<file path="config.mk">
export PLATFORM = sky130hd
export DESIGN_NAME = ufc_top
export DESIGN_NICKNAME = d
export VERILOG_FILES = /design/src/pkg/ufc_pkg.sv /design/src/rtl/ufc_baud.sv /design/src/rtl/ufc_top.sv
export VERILOG_INCLUDE_DIRS = /design/src /design/src/pkg
export SDC_FILE = /design/constraint.sdc
export NUM_CORES = 1
export LEC_CHECK = 0
export BUFFER_PORTS_ARGS = -buffer_cell sky130_fd_sc_hd__buf_2
export CORE_AREA = 2 2 225 227
export CTS_CLUSTER_SIZE = 20
export DETAILED_ROUTE_END_ITERATION = 12
export DIE_AREA = 0 0 227 229
export HOLD_SLACK_MARGIN = 0.03
export PLACE_DENSITY = 0.8
export SYNTH_ARGS = -nofsm -noshare
export SYNTH_HDL_FRONTEND = slang
export SYNTH_SLANG_ARGS = --single-unit
</file>
<file path="constraint.sdc">
create_clock -name clk_sys -period 6.7 [get_ports clk_sys]
set_input_delay 1.005 -clock clk_sys [delete_from_list [all_inputs] [get_ports clk_sys]]
set_output_delay 1.005 -clock clk_sys [all_outputs]
set_load 0.02 [all_outputs]
</file>
<file path="src/pkg/ufc_defs.svh">
// Purpose: constants for the flow-controlled serial transceiver pair
// Assumes: 40 MHz clk_sys, bytes moved by a simple memory master port
// Notes:   included by the package and the design modules
//
// Summary of operation
// - two independent transceiver channels are built side by side.
// - the bit period is programmable, with 1 Mbps as the fastest allowed rate.
// - each channel drives a request-to-send output toward the partner.
// - flow control on the clear-to-send line can be switched on or off; request-to-send is always driven.
// - request-to-send goes off whenever the receiver cannot take data, power saving included.
// - a frame is a start bit, 8 data bits, an optional even parity bit and one stop bit.
// - after reset the frame is eight data bits, no parity, one stop bit.
// - data bits go out and come in least significant bit first.
// - bytes move to and from memory by the block's own memory master, one byte per access.
// - each serial signal may be routed to any pin not already claimed.
`ifndef UFC_DEFS_SVH
`define UFC_DEFS_SVH

`define UFC_CLK_HZ        40000000
`define UFC_BAUD_MAX_BPS  1000000
`define UFC_DIV_MIN       (`UFC_CLK_HZ / `UFC_BAUD_MAX_BPS)
`define UFC_DIV_W         16
`define UFC_DIV_RST       16'h015b
`define UFC_PAR_RST       1'b0
`define UFC_FLOW_RST      1'b0
`define UFC_BITS_8N1      4'ha
`define UFC_BITS_8E1      4'hb
`define UFC_CHAN_N        2
`define UFC_SIG_N         4
`define UFC_SIG_TXD       0
`define UFC_SIG_RTS       1
`define UFC_SIG_RXD       2
`define UFC_SIG_CTS       3
`define UFC_PIN_W         5
`define UFC_ERR_PAR       0
`define UFC_ERR_FRM       1
`define UFC_ERR_OVR       2

`endif

</file>
<file path="src/pkg/ufc_pkg.sv">
// Purpose: shared types of the serial transceiver pair
// Assumes: ufc_defs.svh on the include path
// Notes:   widths come from the constants header
`include "ufc_defs.svh"

package ufc_pkg;
    typedef struct packed {
        logic [`UFC_DIV_W-1:0] div;
        logic                  par_en;
        logic                  flow_en;
    } ufc_cfg_s;

    typedef struct packed {
        logic        req;
        logic        we;
        logic [31:0] addr;
        logic [7:0]  wdata;
    } ufc_mreq_s;

    typedef struct packed {
        logic                  en;
        logic [`UFC_PIN_W-1:0] pin;
    } ufc_route_s;

    typedef enum logic [2:0] {TX_IDLE, TX_FETCH, TX_WAIT, TX_HOLD, TX_SHIFT} ufc_tx_e;
    typedef enum logic [2:0] {RX_IDLE, RX_START, RX_DATA, RX_PAR, RX_STOP} ufc_rx_e;
endpackage

</file>
<file path="src/rtl/ufc_baud.sv">
// Purpose: bit-period tick generator, restartable at full or half period
// Assumes: div at least 2
// Notes:   tick is a one-cycle enable, never a clock
`timescale 1ns/1ps
`include "ufc_defs.svh"

module ufc_baud #(
    parameter int W = `UFC_DIV_W
) (
    input  wire logic         clk_sys,
    input  wire logic         resetn,
    input  wire logic         restart,
    input  wire logic         half,
    input  wire logic [W-1:0] div,
    output logic              tick
);
    logic [W-1:0] cnt;
    logic [W-1:0] next_cnt;
    logic         next_tick;

    always_comb begin
        next_tick = 1'b0;
        if (restart) begin
            next_cnt = half ? (div >> 1) : div - 1'b1;
        end else if (cnt == '0) begin
            next_cnt  = div - 1'b1;
            next_tick = 1'b1;
        end else begin
            next_cnt = cnt - 1'b1;
        end
    end

    always_ff @(posedge clk_sys or negedge resetn) begin
        if (!resetn) begin
            cnt  <= '0;
            tick <= 1'b0;
        end else begin
            cnt  <= next_cnt;
            tick <= next_tick;
        end
    end
endmodule

</file>
<file path="src/rtl/ufc_top.sv">
// Purpose: serial transceiver channel with memory master, and the two-channel top with pin routing
// Assumes: pins and memory answers synchronous to clk_sys
// Notes:   ufc_top is the top module; ufc_chan is one channel
`timescale 1ns/1ps
`include "ufc_defs.svh"

module ufc_chan (
    input  wire logic             clk_sys,
    input  wire logic             resetn,
    input  wire logic             cfg_wr,
    input  ufc_pkg::ufc_cfg_s     cfg_in,
    input  wire logic             power_save,
    input  wire logic             tx_go,
    input  wire logic [31:0]      tx_ptr,
    input  wire logic [15:0]      tx_len,
    input  wire logic             rx_go,
    input  wire logic [31:0]      rx_ptr,
    input  wire logic [15:0]      rx_max,
    input  wire logic             mem_gnt,
    input  wire logic             mem_rvalid,
    input  wire logic [7:0]       mem_rdata,
    input  wire logic             rxd,
    input  wire logic             cts_n,
    output ufc_pkg::ufc_mreq_s    mem_o,
    output logic                  txd,
    output logic                  rts_n,
    output logic                  tx_busy,
    output logic                  tx_done,
    output logic [15:0]           rx_count,
    output logic [2:0]            rx_err
);
    ufc_pkg::ufc_cfg_s  cfg, next_cfg;
    logic               cfg_seen, next_cfg_seen;
    ufc_pkg::ufc_tx_e   tx_st, next_tx_st;
    logic [31:0]        tx_addr, next_tx_addr;
    logic [15:0]        tx_left, next_tx_left;
    logic [7:0]         tx_byte, next_tx_byte;
    logic [10:0]        tx_sh, next_tx_sh;
    logic [3:0]         tx_bits, next_tx_bits;
    logic               tx_par, next_tx_par;
    logic               next_txd, next_tx_done, next_tx_busy, tx_restart, tx_tick;
    ufc_pkg::ufc_rx_e   rx_st, next_rx_st;
    logic [7:0]         rx_sh, next_rx_sh, hold_byte, next_hold_byte;
    logic [2:0]         rx_cnt, next_rx_cnt, next_rx_err;
    logic               rx_perr, next_rx_perr, hold_full, next_hold_full;
    logic [31:0]        rx_addr, next_rx_addr;
    logic [15:0]        next_rx_count;
    logic               rx_armed, next_rx_armed, next_rts_n, rx_restart, rx_tick;
    ufc_pkg::ufc_mreq_s next_mem;
    logic               wr_done;

    ufc_baud u_tx_baud (.clk_sys(clk_sys), .resetn(resetn), .restart(tx_restart),
                        .half(1'b0), .div(cfg.div), .tick(tx_tick));
    ufc_baud u_rx_baud (.clk_sys(clk_sys), .resetn(resetn), .restart(rx_restart),
                        .half(1'b1), .div(cfg.div), .tick(rx_tick));

    // configuration, rate clamped to the fastest legal setting
    always_comb begin
        next_cfg      = cfg;
        next_cfg_seen = cfg_seen;
        if (cfg_wr) begin
            next_cfg      = cfg_in;
            next_cfg_seen = 1'b1;
            if (cfg_in.div < 16'(`UFC_DIV_MIN))
                next_cfg.div = 16'(`UFC_DIV_MIN);
        end
    end

    always_ff @(posedge clk_sys or negedge resetn) begin
        if (!resetn) begin
            cfg.div     <= `UFC_DIV_RST;
            cfg.par_en  <= `UFC_PAR_RST;
            cfg.flow_en <= `UFC_FLOW_RST;
            cfg_seen    <= 1'b0;
        end else begin
            cfg      <= next_cfg;
            cfg_seen <= next_cfg_seen;
        end
    end

    // memory master: receive writes take priority over transmit reads
    assign wr_done = mem_o.req && mem_o.we && mem_gnt;

    always_comb begin
        next_mem = mem_o;
        if (mem_o.req) begin
            if (mem_gnt)
                next_mem.req = 1'b0;
        end else if (hold_full) begin
            next_mem = '{req: 1'b1, we: 1'b1, addr: rx_addr, wdata: hold_byte};
        end else if (tx_st == ufc_pkg::TX_FETCH) begin
            next_mem = '{req: 1'b1, we: 1'b0, addr: tx_addr, wdata: 8'h00};
        end
    end

    always_ff @(posedge clk_sys or negedge resetn) begin
        if (!resetn)
            mem_o <= '0;
        else
            mem_o <= next_mem;
    end

    // transmitter
    always_comb begin
        next_tx_st   = tx_st;
        next_tx_addr = tx_addr;
        next_tx_left = tx_left;
        next_tx_byte = tx_byte;
        next_tx_sh   = tx_sh;
        next_tx_bits = tx_bits;
        next_tx_par  = tx_par;
        next_txd     = txd;
        next_tx_done = 1'b0;
        tx_restart   = 1'b0;
        unique case (tx_st)
            ufc_pkg::TX_IDLE: begin
                if (tx_go && tx_len != 16'h0000) begin
                    next_tx_addr = tx_ptr;
                    next_tx_left = tx_len;
                    next_tx_st   = ufc_pkg::TX_FETCH;
                end
            end
            ufc_pkg::TX_FETCH: begin
                if (mem_o.req && !mem_o.we && mem_gnt)
                    next_tx_st = ufc_pkg::TX_WAIT;
            end
            ufc_pkg::TX_WAIT: begin
                if (mem_rvalid) begin
                    next_tx_byte = mem_rdata;
                    next_tx_st   = ufc_pkg::TX_HOLD;
                end
            end
            ufc_pkg::TX_HOLD: begin
                if (!cfg.flow_en || !cts_n) begin
                    next_tx_par  = cfg.par_en;
                    next_tx_sh   = cfg.par_en ? {1'b1, ^tx_byte, tx_byte, 1'b0}
                                              : {2'b11, tx_byte, 1'b0};
                    next_tx_bits = (cfg.par_en ? `UFC_BITS_8E1 : `UFC_BITS_8N1) - 4'h1;
                    next_txd     = 1'b0;
                    tx_restart   = 1'b1;
                    next_tx_st   = ufc_pkg::TX_SHIFT;
                end
            end
            ufc_pkg::TX_SHIFT: begin
                if (tx_tick) begin
                    next_tx_sh = {1'b1, tx_sh[10:1]};
                    next_txd   = tx_sh[1];
                    if (tx_bits == 4'h0) begin
                        next_tx_addr = tx_addr + 32'h1;
                        next_tx_left = tx_left - 16'h1;
                        if (tx_left == 16'h1) begin
                            next_tx_st   = ufc_pkg::TX_IDLE;
                            next_tx_done = 1'b1;
                        end else begin
                            next_tx_st = ufc_pkg::TX_FETCH;
                        end
                    end else begin
                        next_tx_bits = tx_bits - 4'h1;
                    end
                end
            end
            default: next_tx_st = ufc_pkg::TX_IDLE;
        endcase
        next_tx_busy = (next_tx_st != ufc_pkg::TX_IDLE);
    end

    always_ff @(posedge clk_sys or negedge resetn) begin
        if (!resetn) begin
            tx_st   <= ufc_pkg::TX_IDLE;
            tx_addr <= '0;
            tx_left <= '0;
            tx_byte <= '0;
            tx_sh   <= '1;
            tx_bits <= '0;
            tx_par  <= 1'b0;
            txd     <= 1'b1;
            tx_done <= 1'b0;
            tx_busy <= 1'b0;
        end else begin
            tx_st   <= next_tx_st;
            tx_addr <= next_tx_addr;
            tx_left <= next_tx_left;
            tx_byte <= next_tx_byte;
            tx_sh   <= next_tx_sh;
            tx_bits <= next_tx_bits;
            tx_par  <= next_tx_par;
            txd     <= next_txd;
            tx_done <= next_tx_done;
            tx_busy <= next_tx_busy;
        end
    end

    // receiver, one-byte holding stage drained to memory
    always_comb begin
        next_rx_st     = rx_st;
        next_rx_sh     = rx_sh;
        next_rx_cnt    = rx_cnt;
        next_rx_perr   = rx_perr;
        next_hold_byte = hold_byte;
        next_hold_full = hold_full;
        next_rx_addr   = rx_addr;
        next_rx_count  = rx_count;
        next_rx_armed  = rx_armed;
        next_rx_err    = rx_err;
        rx_restart     = 1'b0;
        if (rx_go) begin
            next_rx_addr  = rx_ptr;
            next_rx_count = 16'h0000;
            next_rx_armed = (rx_max != 16'h0000);
            next_rx_err   = 3'h0;
        end
        if (wr_done) begin
            next_hold_full = 1'b0;
            next_rx_addr   = rx_addr + 32'h1;
            next_rx_count  = rx_count + 16'h1;
            if (rx_count + 16'h1 == rx_max)
                next_rx_armed = 1'b0;
        end
        unique case (rx_st)
            ufc_pkg::RX_IDLE: begin
                if (!rxd) begin
                    rx_restart = 1'b1;
                    next_rx_st = ufc_pkg::RX_START;
                end
            end
            ufc_pkg::RX_START: begin
                if (rx_tick) begin
                    next_rx_cnt  = 3'h0;
                    next_rx_perr = 1'b0;
                    next_rx_st   = rxd ? ufc_pkg::RX_IDLE : ufc_pkg::RX_DATA;
                end
            end
            ufc_pkg::RX_DATA: begin
                if (rx_tick) begin
                    next_rx_sh  = {rxd, rx_sh[7:1]};
                    next_rx_cnt = rx_cnt + 3'h1;
                    if (rx_cnt == 3'h7)
                        next_rx_st = cfg.par_en ? ufc_pkg::RX_PAR : ufc_pkg::RX_STOP;
                end
            end
            ufc_pkg::RX_PAR: begin
                if (rx_tick) begin
                    next_rx_perr = rxd ^ (^rx_sh);
                    next_rx_st   = ufc_pkg::RX_STOP;
                end
            end
            ufc_pkg::RX_STOP: begin
                if (rx_tick) begin
                    next_rx_st = ufc_pkg::RX_IDLE;
                    if (!rxd)
                        next_rx_err[`UFC_ERR_FRM] = 1'b1;
                    if (cfg.par_en && rx_perr)
                        next_rx_err[`UFC_ERR_PAR] = 1'b1;
                    if (next_rx_armed && !next_hold_full) begin
                        next_hold_byte = rx_sh;
                        next_hold_full = 1'b1;
                    end else begin
                        next_rx_err[`UFC_ERR_OVR] = 1'b1;
                    end
                end
            end
            default: next_rx_st = ufc_pkg::RX_IDLE;
        endcase
        next_rts_n = !(next_rx_armed && !next_hold_full && !power_save);
    end

    always_ff @(posedge clk_sys or negedge resetn) begin
        if (!resetn) begin
            rx_st     <= ufc_pkg::RX_IDLE;
            rx_sh     <= '0;
            rx_cnt    <= '0;
            rx_perr   <= 1'b0;
            hold_byte <= '0;
            hold_full <= 1'b0;
            rx_addr   <= '0;
            rx_count  <= '0;
            rx_armed  <= 1'b0;
            rx_err    <= '0;
            rts_n     <= 1'b1;
        end else begin
            rx_st     <= next_rx_st;
            rx_sh     <= next_rx_sh;
            rx_cnt    <= next_rx_cnt;
            rx_perr   <= next_rx_perr;
            hold_byte <= next_hold_byte;
            hold_full <= next_hold_full;
            rx_addr   <= next_rx_addr;
            rx_count  <= next_rx_count;
            rx_armed  <= next_rx_armed;
            rx_err    <= next_rx_err;
            rts_n     <= next_rts_n;
        end
    end
endmodule

module ufc_top #(
    parameter int PIN_N = 8
) (
    input  wire logic                   clk_sys,
    input  wire logic                   resetn,
    input  wire logic [1:0]             cfg_wr,
    input  ufc_pkg::ufc_cfg_s [1:0]     cfg_in,
    input  wire logic [1:0]             power_save,
    input  wire logic [1:0]             tx_go,
    input  wire logic [1:0][31:0]       tx_ptr,
    input  wire logic [1:0][15:0]       tx_len,
    input  wire logic [1:0]             rx_go,
    input  wire logic [1:0][31:0]       rx_ptr,
    input  wire logic [1:0][15:0]       rx_max,
    input  wire logic [1:0]             mem_gnt,
    input  wire logic [1:0]             mem_rvalid,
    input  wire logic [1:0][7:0]        mem_rdata,
    input  ufc_pkg::ufc_route_s [7:0]   route,
    input  wire logic [PIN_N-1:0]       pin_claim,
    input  wire logic [PIN_N-1:0]       pin_in,
    output ufc_pkg::ufc_mreq_s [1:0]    mem_o,
    output logic [1:0]                  tx_busy,
    output logic [1:0]                  tx_done,
    output logic [1:0][15:0]            rx_count,
    output logic [1:0][2:0]             rx_err,
    output logic [PIN_N-1:0]            pin_out,
    output logic [PIN_N-1:0]            pin_oe
);
    wire  [1:0]       txd, rts_n, rxd, cts_n;
    logic [PIN_N-1:0] next_pin_out, next_pin_oe;

    function automatic logic hit(input ufc_pkg::ufc_route_s r, input int p,
                                 input logic [PIN_N-1:0] claim);
        hit = r.en && (r.pin == `UFC_PIN_W'(p)) && !claim[p];
    endfunction

    // pins and claims as arguments so that every pin change re-evaluates the caller
    function automatic logic pick(input ufc_pkg::ufc_route_s r, input logic idle,
                                  input logic [PIN_N-1:0] pins, input logic [PIN_N-1:0] claim);
        pick = idle;
        for (int p = 0; p < PIN_N; p++)
            if (hit(r, p, claim))
                pick = pins[p];
    endfunction

    for (genvar ch = 0; ch < `UFC_CHAN_N; ch++) begin : g_chan
        ufc_chan u_chan (
            .clk_sys(clk_sys), .resetn(resetn), .cfg_wr(cfg_wr[ch]), .cfg_in(cfg_in[ch]),
            .power_save(power_save[ch]), .tx_go(tx_go[ch]), .tx_ptr(tx_ptr[ch]),
            .tx_len(tx_len[ch]), .rx_go(rx_go[ch]), .rx_ptr(rx_ptr[ch]), .rx_max(rx_max[ch]),
            .mem_gnt(mem_gnt[ch]), .mem_rvalid(mem_rvalid[ch]), .mem_rdata(mem_rdata[ch]),
            .rxd(rxd[ch]), .cts_n(cts_n[ch]), .mem_o(mem_o[ch]), .txd(txd[ch]),
            .rts_n(rts_n[ch]), .tx_busy(tx_busy[ch]), .tx_done(tx_done[ch]),
            .rx_count(rx_count[ch]), .rx_err(rx_err[ch]));
        // unrouted receive idles high, unrouted clear-to-send reads as on
        assign rxd[ch]   = pick(route[ch*`UFC_SIG_N+`UFC_SIG_RXD], 1'b1,
                                pin_in, pin_claim);
        assign cts_n[ch] = pick(route[ch*`UFC_SIG_N+`UFC_SIG_CTS], 1'b0,
                                pin_in, pin_claim);
    end

    // first matching output signal owns a free pin
    always_comb begin
        next_pin_out = '0;
        next_pin_oe  = '0;
        for (int p = 0; p < PIN_N; p++) begin
            for (int ch = 0; ch < `UFC_CHAN_N; ch++) begin
                if (!next_pin_oe[p] &&
                    hit(route[ch*`UFC_SIG_N+`UFC_SIG_TXD], p, pin_claim)) begin
                    next_pin_out[p] = txd[ch];
                    next_pin_oe[p]  = 1'b1;
                end
                if (!next_pin_oe[p] &&
                    hit(route[ch*`UFC_SIG_N+`UFC_SIG_RTS], p, pin_claim)) begin
                    next_pin_out[p] = rts_n[ch];
                    next_pin_oe[p]  = 1'b1;
                end
            end
        end
    end

    always_ff @(posedge clk_sys or negedge resetn) begin
        if (!resetn) begin
            pin_out <= '0;
            pin_oe  <= '0;
        end else begin
            pin_out <= next_pin_out;
            pin_oe  <= next_pin_oe;
        end
    end
endmodule

</file>
### Word level (Yosys, flattened, before mapping)

Cells that the tools add are included.

* flip-flop bits (word level): 512
* output and inout bits: 142
* input port bits: 322
* word-level logic and storage cells: 724

* bitwise operators: 4
* reductions and logical operators: 278
* muxes and demuxes: 256
* magnitude comparators: 2
* add/sub/neg operators: 20
* eq/ne operators: 100

Operators with widths (number)
* 2-to-1 mux 16 bit: 20
* 2-to-1 mux 32 bit: 10
* logical AND 1 bit: 170
* 2-to-1 mux 42 bit: 4
* equality test 5 x 3 -> 1 bit, second input constant: 32
* 2-to-1 mux 1 bit: 156
* adder 32 x 1 -> 32 bit, second input constant: 4
* one-hot mux 32 bit (2 select lines): 2
* subtractor 16 x 1 -> 16 bit, second input constant: 8
* 2-to-1 mux 3 bit: 34
* equality test 5 x 2 -> 1 bit, second input constant: 16
* logical NOT 16 bit: 4
* one-hot mux 16 bit (2 select lines): 2
* nonzero test 16 bit: 4
* one-hot mux 3 bit (5 select lines): 4
* logical NOT 1 bit: 46
* 2-to-1 mux 11 bit: 4
* one-hot mux 11 bit (2 select lines): 2
* equality test 5 x 1 -> 1 bit, second input constant: 8
* logical NOT 5 bit: 8
* adder 16 x 1 -> 16 bit, second input constant: 2
* equality test 16 x 1 -> 1 bit, second input constant: 2
* equality test 16 bit: 2
* < comparator 16 x 6 -> 1 bit, second input constant: 2
* other kinds (25): 114

### Logic depth before layout (Yosys ltp)

* depth after elaboration: 16
* depth in mapped cells: 11
* depth with buffers taken out: 9

### Cells and area by module

A second synthesis with hierarchy kept.

* cells, all modules: 3255
* area total of the unflattened synthesis: 29589.6 µm²

Modules (own cells, without submodules)
* ufc_chan at g_chan[0].u_chan: times used 1, sequential area each 5326.4 µm², area an instance 11076.9 µm², cells an instance 1198
* ufc_chan at g_chan[1].u_chan: times used 1, sequential area each 5326.4 µm², area an instance 11010.6 µm², cells an instance 1172
* ufc_baud: times used 4, sequential area each 425.4 µm², area an instance 1465.2 µm², cells an instance 171
* ufc_top: times used 1, sequential area each 400.4 µm², area an instance 1641.6 µm², cells an instance 201

### Worst setup path before layout

OpenSTA, ideal clock, no wires.

* kind: input to register
* start point: input port pin_claim[7]
* end point: register g_chan[1].u_chan.u_rx_baud.cnt[10]
* library setup time: 0.125 ns
* data required time: 6.575 ns
* slack: 3.488 ns
* path buffers: 3
* stages: 9
* arrival: 3.087 ns
* path through: clkbuf_1 nor2_1 mux4_2 and2_1 o211ai_1 or4_1 buf_2 buf_2 mux2_2

* word-level cells in the longest chain between the ends: 6

RTL lines
* from (decl): line ufc_top.sv:314 `input wire logic [PIN_N-1:0] pin_claim,`
* logical NOT 1 bit: line ufc_top.sv:329 `` hit = r.en && (r.pin == `UFC_PIN_W'(p)) && !claim[p]; ``
* logical AND 1 bit: line ufc_top.sv:329
* 2-to-1 mux 1 bit: line ufc_top.sv:337 `if (hit(r, p, claim))`
* 2-to-1 mux 1 bit: line ufc_top.sv:221 `if (!rxd) begin`
* 2-to-1 mux 1 bit: line ufc_top.sv:219 `unique case (rx_st)`
* 2-to-1 mux 16 bit: line ufc_baud.sv:23 `if (restart) begin`
* via g_chan[1].u_chan.u_rx_baud.next_cnt[10]: line ufc_baud.sv:18 `logic [W-1:0] next_cnt;`
* to (signal assigned): line ufc_baud.sv:38 `cnt <= next_cnt;`
* to (decl): line ufc_baud.sv:17 `logic [W-1:0] cnt;`

The timed path passes the listed nets, and every way through them passes these cells.
A chain may end at the register's enable or synchronous reset.

### Worst setup path after layout

* start point: register g_chan[0].u_chan.rx_count[0]
* end point: register g_chan[0].u_chan.hold_byte[5]

* word-level cells in the longest chain between the ends: 6

RTL lines
* from (decl): line ufc_top.sv:29 `output logic [15:0] rx_count,`
* from (signal assigned): line ufc_top.sv:288 `rx_count <= next_rx_count;`
* adder 16 x 1 -> 16 bit: line ufc_top.sv:216 `if (rx_count + 16'h1 == rx_max)`
* equality test 16 bit: line ufc_top.sv:216
* 2-to-1 mux 1 bit: line ufc_top.sv:216
* 2-to-1 mux 1 bit: line ufc_top.sv:212 `if (wr_done) begin`
* logical AND 1 bit: line ufc_top.sv:254 `if (next_rx_armed && !next_hold_full) begin`
* AND reduction 3 bit (no source line)
* to (signal assigned): line ufc_top.sv:285 `hold_byte <= next_hold_byte;`
* to (decl): line ufc_top.sv:43 `logic [7:0] rx_sh, next_rx_sh, hold_byte, next_hold_byte;`

No other way between the ends.

==> results.ini <==
[grt]
overflow = 0
grt_pass1_vias = 25200
antenna_found_initial = 31
grt_start_max_net_pins = 171
grt_usage_pct = 33.6
grt_pass1_wl_mm = 139

[placement]
portBuffers = 463
hpwl_mm = 64.4
gp_congestion = 0.956

[clock_tree]
clock_latency_ns = 0.61
root_buffer = clkbuf_16
cts_buffer_depth = 3
cts_resized = 0
htree_levels = 2
path_clk_slew_ns = 0.06
post_cts_buffers = 0
cts_tree = yes
cts.sinks = 508
ctsHoldBuffers = 0
cts_buffers = 53

[cells_and_area]
drive_above_1_share_pct = 21.7
area_growth_pct = 16.3
fillers = 4101
final_common_cell = dfrtp_1
fin_nets = 3774
layout_common_cells = 474 x dfrtp_1, 462 x buf_2, 340 x nand2_1
final_util_pct = 65.4

[route]
drt_iter0_markers = 2738
routedWlPerCell_um = 21.3
ant_nets = 0
via_per_inst = 6.30
routed_wl_mm = 88.7
drc = 0
dr.pass1.iters = 5
vias = 26200

[floorplanning]
die_w_um = 227
die-area_sq_um = 52000
start_util_pct = 56.2
ioPinCount = 464
core_sq_um = 49700
die_h_um = 229
num_rows = 82

[yosys]
ys_warn_count = 0
synth_cell_types = 84
synth_fp_nets = 3400
ys.flop_type = dfrtp_1
netlist_area_sq_um = 27900
postSynthCellCount = 3050
synth_edf_count = 0
synth.top_cells.by_area = dfrtp_1 42%, o21ai_0 5.1%, nand2_1 4.6%
synth.avg_cell_area_sq_um = 9.16
synth-seq-cells = 508
yosysTopAreaCell = dfrtp_1
synth_top_area_share_pct = 42.5
synth-seq-area-share_pct = 45.7
async_flop_share_pct = 100

[critical_path]
critPathMaxFanout = 8
crit_path_start_kind = flop
rrSetupSlack_ns = 3.23
crit_path_end_kind = flop
worstPathArrival_ns = 3.96
worst-setup-path-type = flop to flop
reg2reg_from = g_chan[0].u_chan.rx_count[0]
required_ns = 7.19
ff2ff_path_depth = 8
reg2reg_to = g_chan[0].u_chan.hold_byte[5]

[timing]
finalHoldViolations = 0
fin_setup_tns_ns = 0
min_period_over_period_pct = 51.8
rsz0062_at_grt = false
clock_skew_ns = 0.0174
final-setup-viol-count = 0
relSlewSlack_pct = 19.5
max_freq_mhz = 288
worst_pin_slew_ns = 1.19
drv_slew = 0
min_period_ns = 3.47

[hold_path]
hold_path_depth = 2
hp-class = flop to flop
holdPathEnd = g_chan[0].u_chan.txd
min-delay-start = g_chan[0].u_chan.tx_sh[1]

[pwr]
p_seq_share_pct = 42.6
leakagePower_nw = 13.9
pwr-share-clk_pct = 25.0
p_comb_share_pct = 32.5
p_per_area_nw_per_um2 = 371
intPower_w = 0.00735
switching_share_pct = 39.0
switchingPower_w = 0.00469
peakVddDrop_v = 0.000219

[outcome]
status = complete, no violations

[job]
max-cap-violations = 0

==> kinds of logic (layout without fill, tap and decap cells) <==
family	Yosys count	count (layout)	synth area share, %
and+or+nand+nor	1105	1105	19.7
AOI/OAI and AO/OA	856	856	19.0
DFF	508	508	45.7
buffers and inverters	245	661	3.45
xor gates and xnor gates	154	154	4.83
muxes	154	154	6.09
adders and majority gates	28	28	1.25
other	0	26	0
==> flip-flops by register name, summed over array words and instances (netlist names), 8 cells and up <==
signal                       cells
g_chan.u_chan.rx_sh             16
g_chan.u_chan.rx_count          32
pin_out                          8
g_chan.u_chan.u_tx_baud.cnt     32
g_chan.u_chan.mem_o             84
g_chan.u_chan.tx_addr           64
g_chan.u_chan.tx_bits            8
g_chan.u_chan.tx_left           32
g_chan.u_chan.u_rx_baud.cnt     32
g_chan.u_chan.tx_byte           16
g_chan.u_chan.tx_sh             18
g_chan.u_chan.hold_byte         16
pin_oe                           8
g_chan.u_chan.cfg               36
g_chan.u_chan.rx_addr           64
==> layout make-up <==
type | count | area, sq um | share of cell area [%]
diodes | 26 | 65.1 | 0.200
clock buffers | 80 | 1550 | 4.76
clock inverters | 17 | 200 | 0.616
inverters | 74 | 278 | 0.855
multi-input cells | 2297 | 14200 | 43.8
flip-flops and latches | 508 | 12800 | 39.3
well taps | 672 | 841 | 2.59
repair buffers | 490 | 2550 | 7.87
==> cell usage after synthesis (18+ instances only) <==
cell type	count
a211oi_1	40
a21oi_1	207
a22o_1	24
a22oi_1	76
and2_1	19
and3_1	36
clkbuf_1	141
dfrtp_1	474
dfstp_2	34
ha_1	28
inv_1	74
mux2_2	97
mux2i_1	54
nand2_1	341
nand2b_1	25
nand3_1	104
nand4_1	46
nor2_1	225
nor2b_1	23
nor3_1	90
nor3b_1	18
nor4_1	59
o21ai_0	285
o22ai_1	57
o31ai_1	21
or3_1	26
xnor2_1	109
xor2_1	45
==> worst max-delay path: stages, from the launching register on <==
cell	delay (ns)
dfrtp_1	0.46
ha_1	0.32
nand3_1	0.24
or4_1	0.63
xnor2_1	0.17
a2111oi_0	0.08
and4_4	0.23
nor4b_4	0.78
mux2_2	0.42
==> power by group through the flow <==
stage          clock (W)  sequential (W)  combinational (W)
2_1_floorplan          0         0.00499            0.00258
3_3_place_gp           0         0.00504            0.00369
3_5_place_dp           0         0.00512            0.00385
4_1_cts          0.00303         0.00508            0.00388
5_1_grt          0.00317         0.00525            0.00432
6_report         0.00301         0.00513            0.00391
==> metrics by stage <==
step	hold WS [ns]	std cells	power [W]	setup WS [ns]	cell area, sq um
final	0.474	4164	0.0120	3.23	32500
after global routing	0.509	4156	0.0127	2.95	32500
after CTS	0.478	4138	0.0120	3.28	32400
after detailed placement	0.465	4041	0.00896	3.02	30700
after global placement	0.460	4041	0.00873	3.08	30700
after floorplan	0.442	3050	0.00757	3.49	27900
==> layer usage <==
metal | global-route usage (%) | routed length [um] | up-vias
met1 | 46.0 | 36200 | 12800
met2 | 50.1 | 39600 | 1251
met4 | 16.4 | 4430 | 16
met5 | 0 | 103 | -
li1 | - | - | 11900
met3 | 8.15 | 8300 | 281
==> worst max-delay path by stage <==
| stage | from | to | slack [ns] | cells past startpoint |
|---|---|---|---|---|
| after floorplan | pin_claim[7] | g_chan[1].u_chan.u_rx_baud.cnt[10] | 3.49 | 9 |
| after global placement | pin_claim[7] | g_chan[1].u_chan.u_rx_baud.cnt[12] | 3.08 | 7 |
| after detailed placement | pin_claim[7] | g_chan[1].u_chan.u_rx_baud.cnt[8] | 3.02 | 7 |
| after CTS | g_chan[0].u_chan.rx_count[0] | g_chan[0].u_chan.hold_byte[6] | 3.28 | 8 |
| after global routing | g_chan[1].u_chan.u_rx_baud.cnt[4] | g_chan[1].u_chan.u_rx_baud.cnt[4] | 2.95 | 6 |
| final | g_chan[0].u_chan.rx_count[0] | g_chan[0].u_chan.hold_byte[5] | 3.23 | 8 |
No activity file was read; power rests on OpenSTA's default activity.
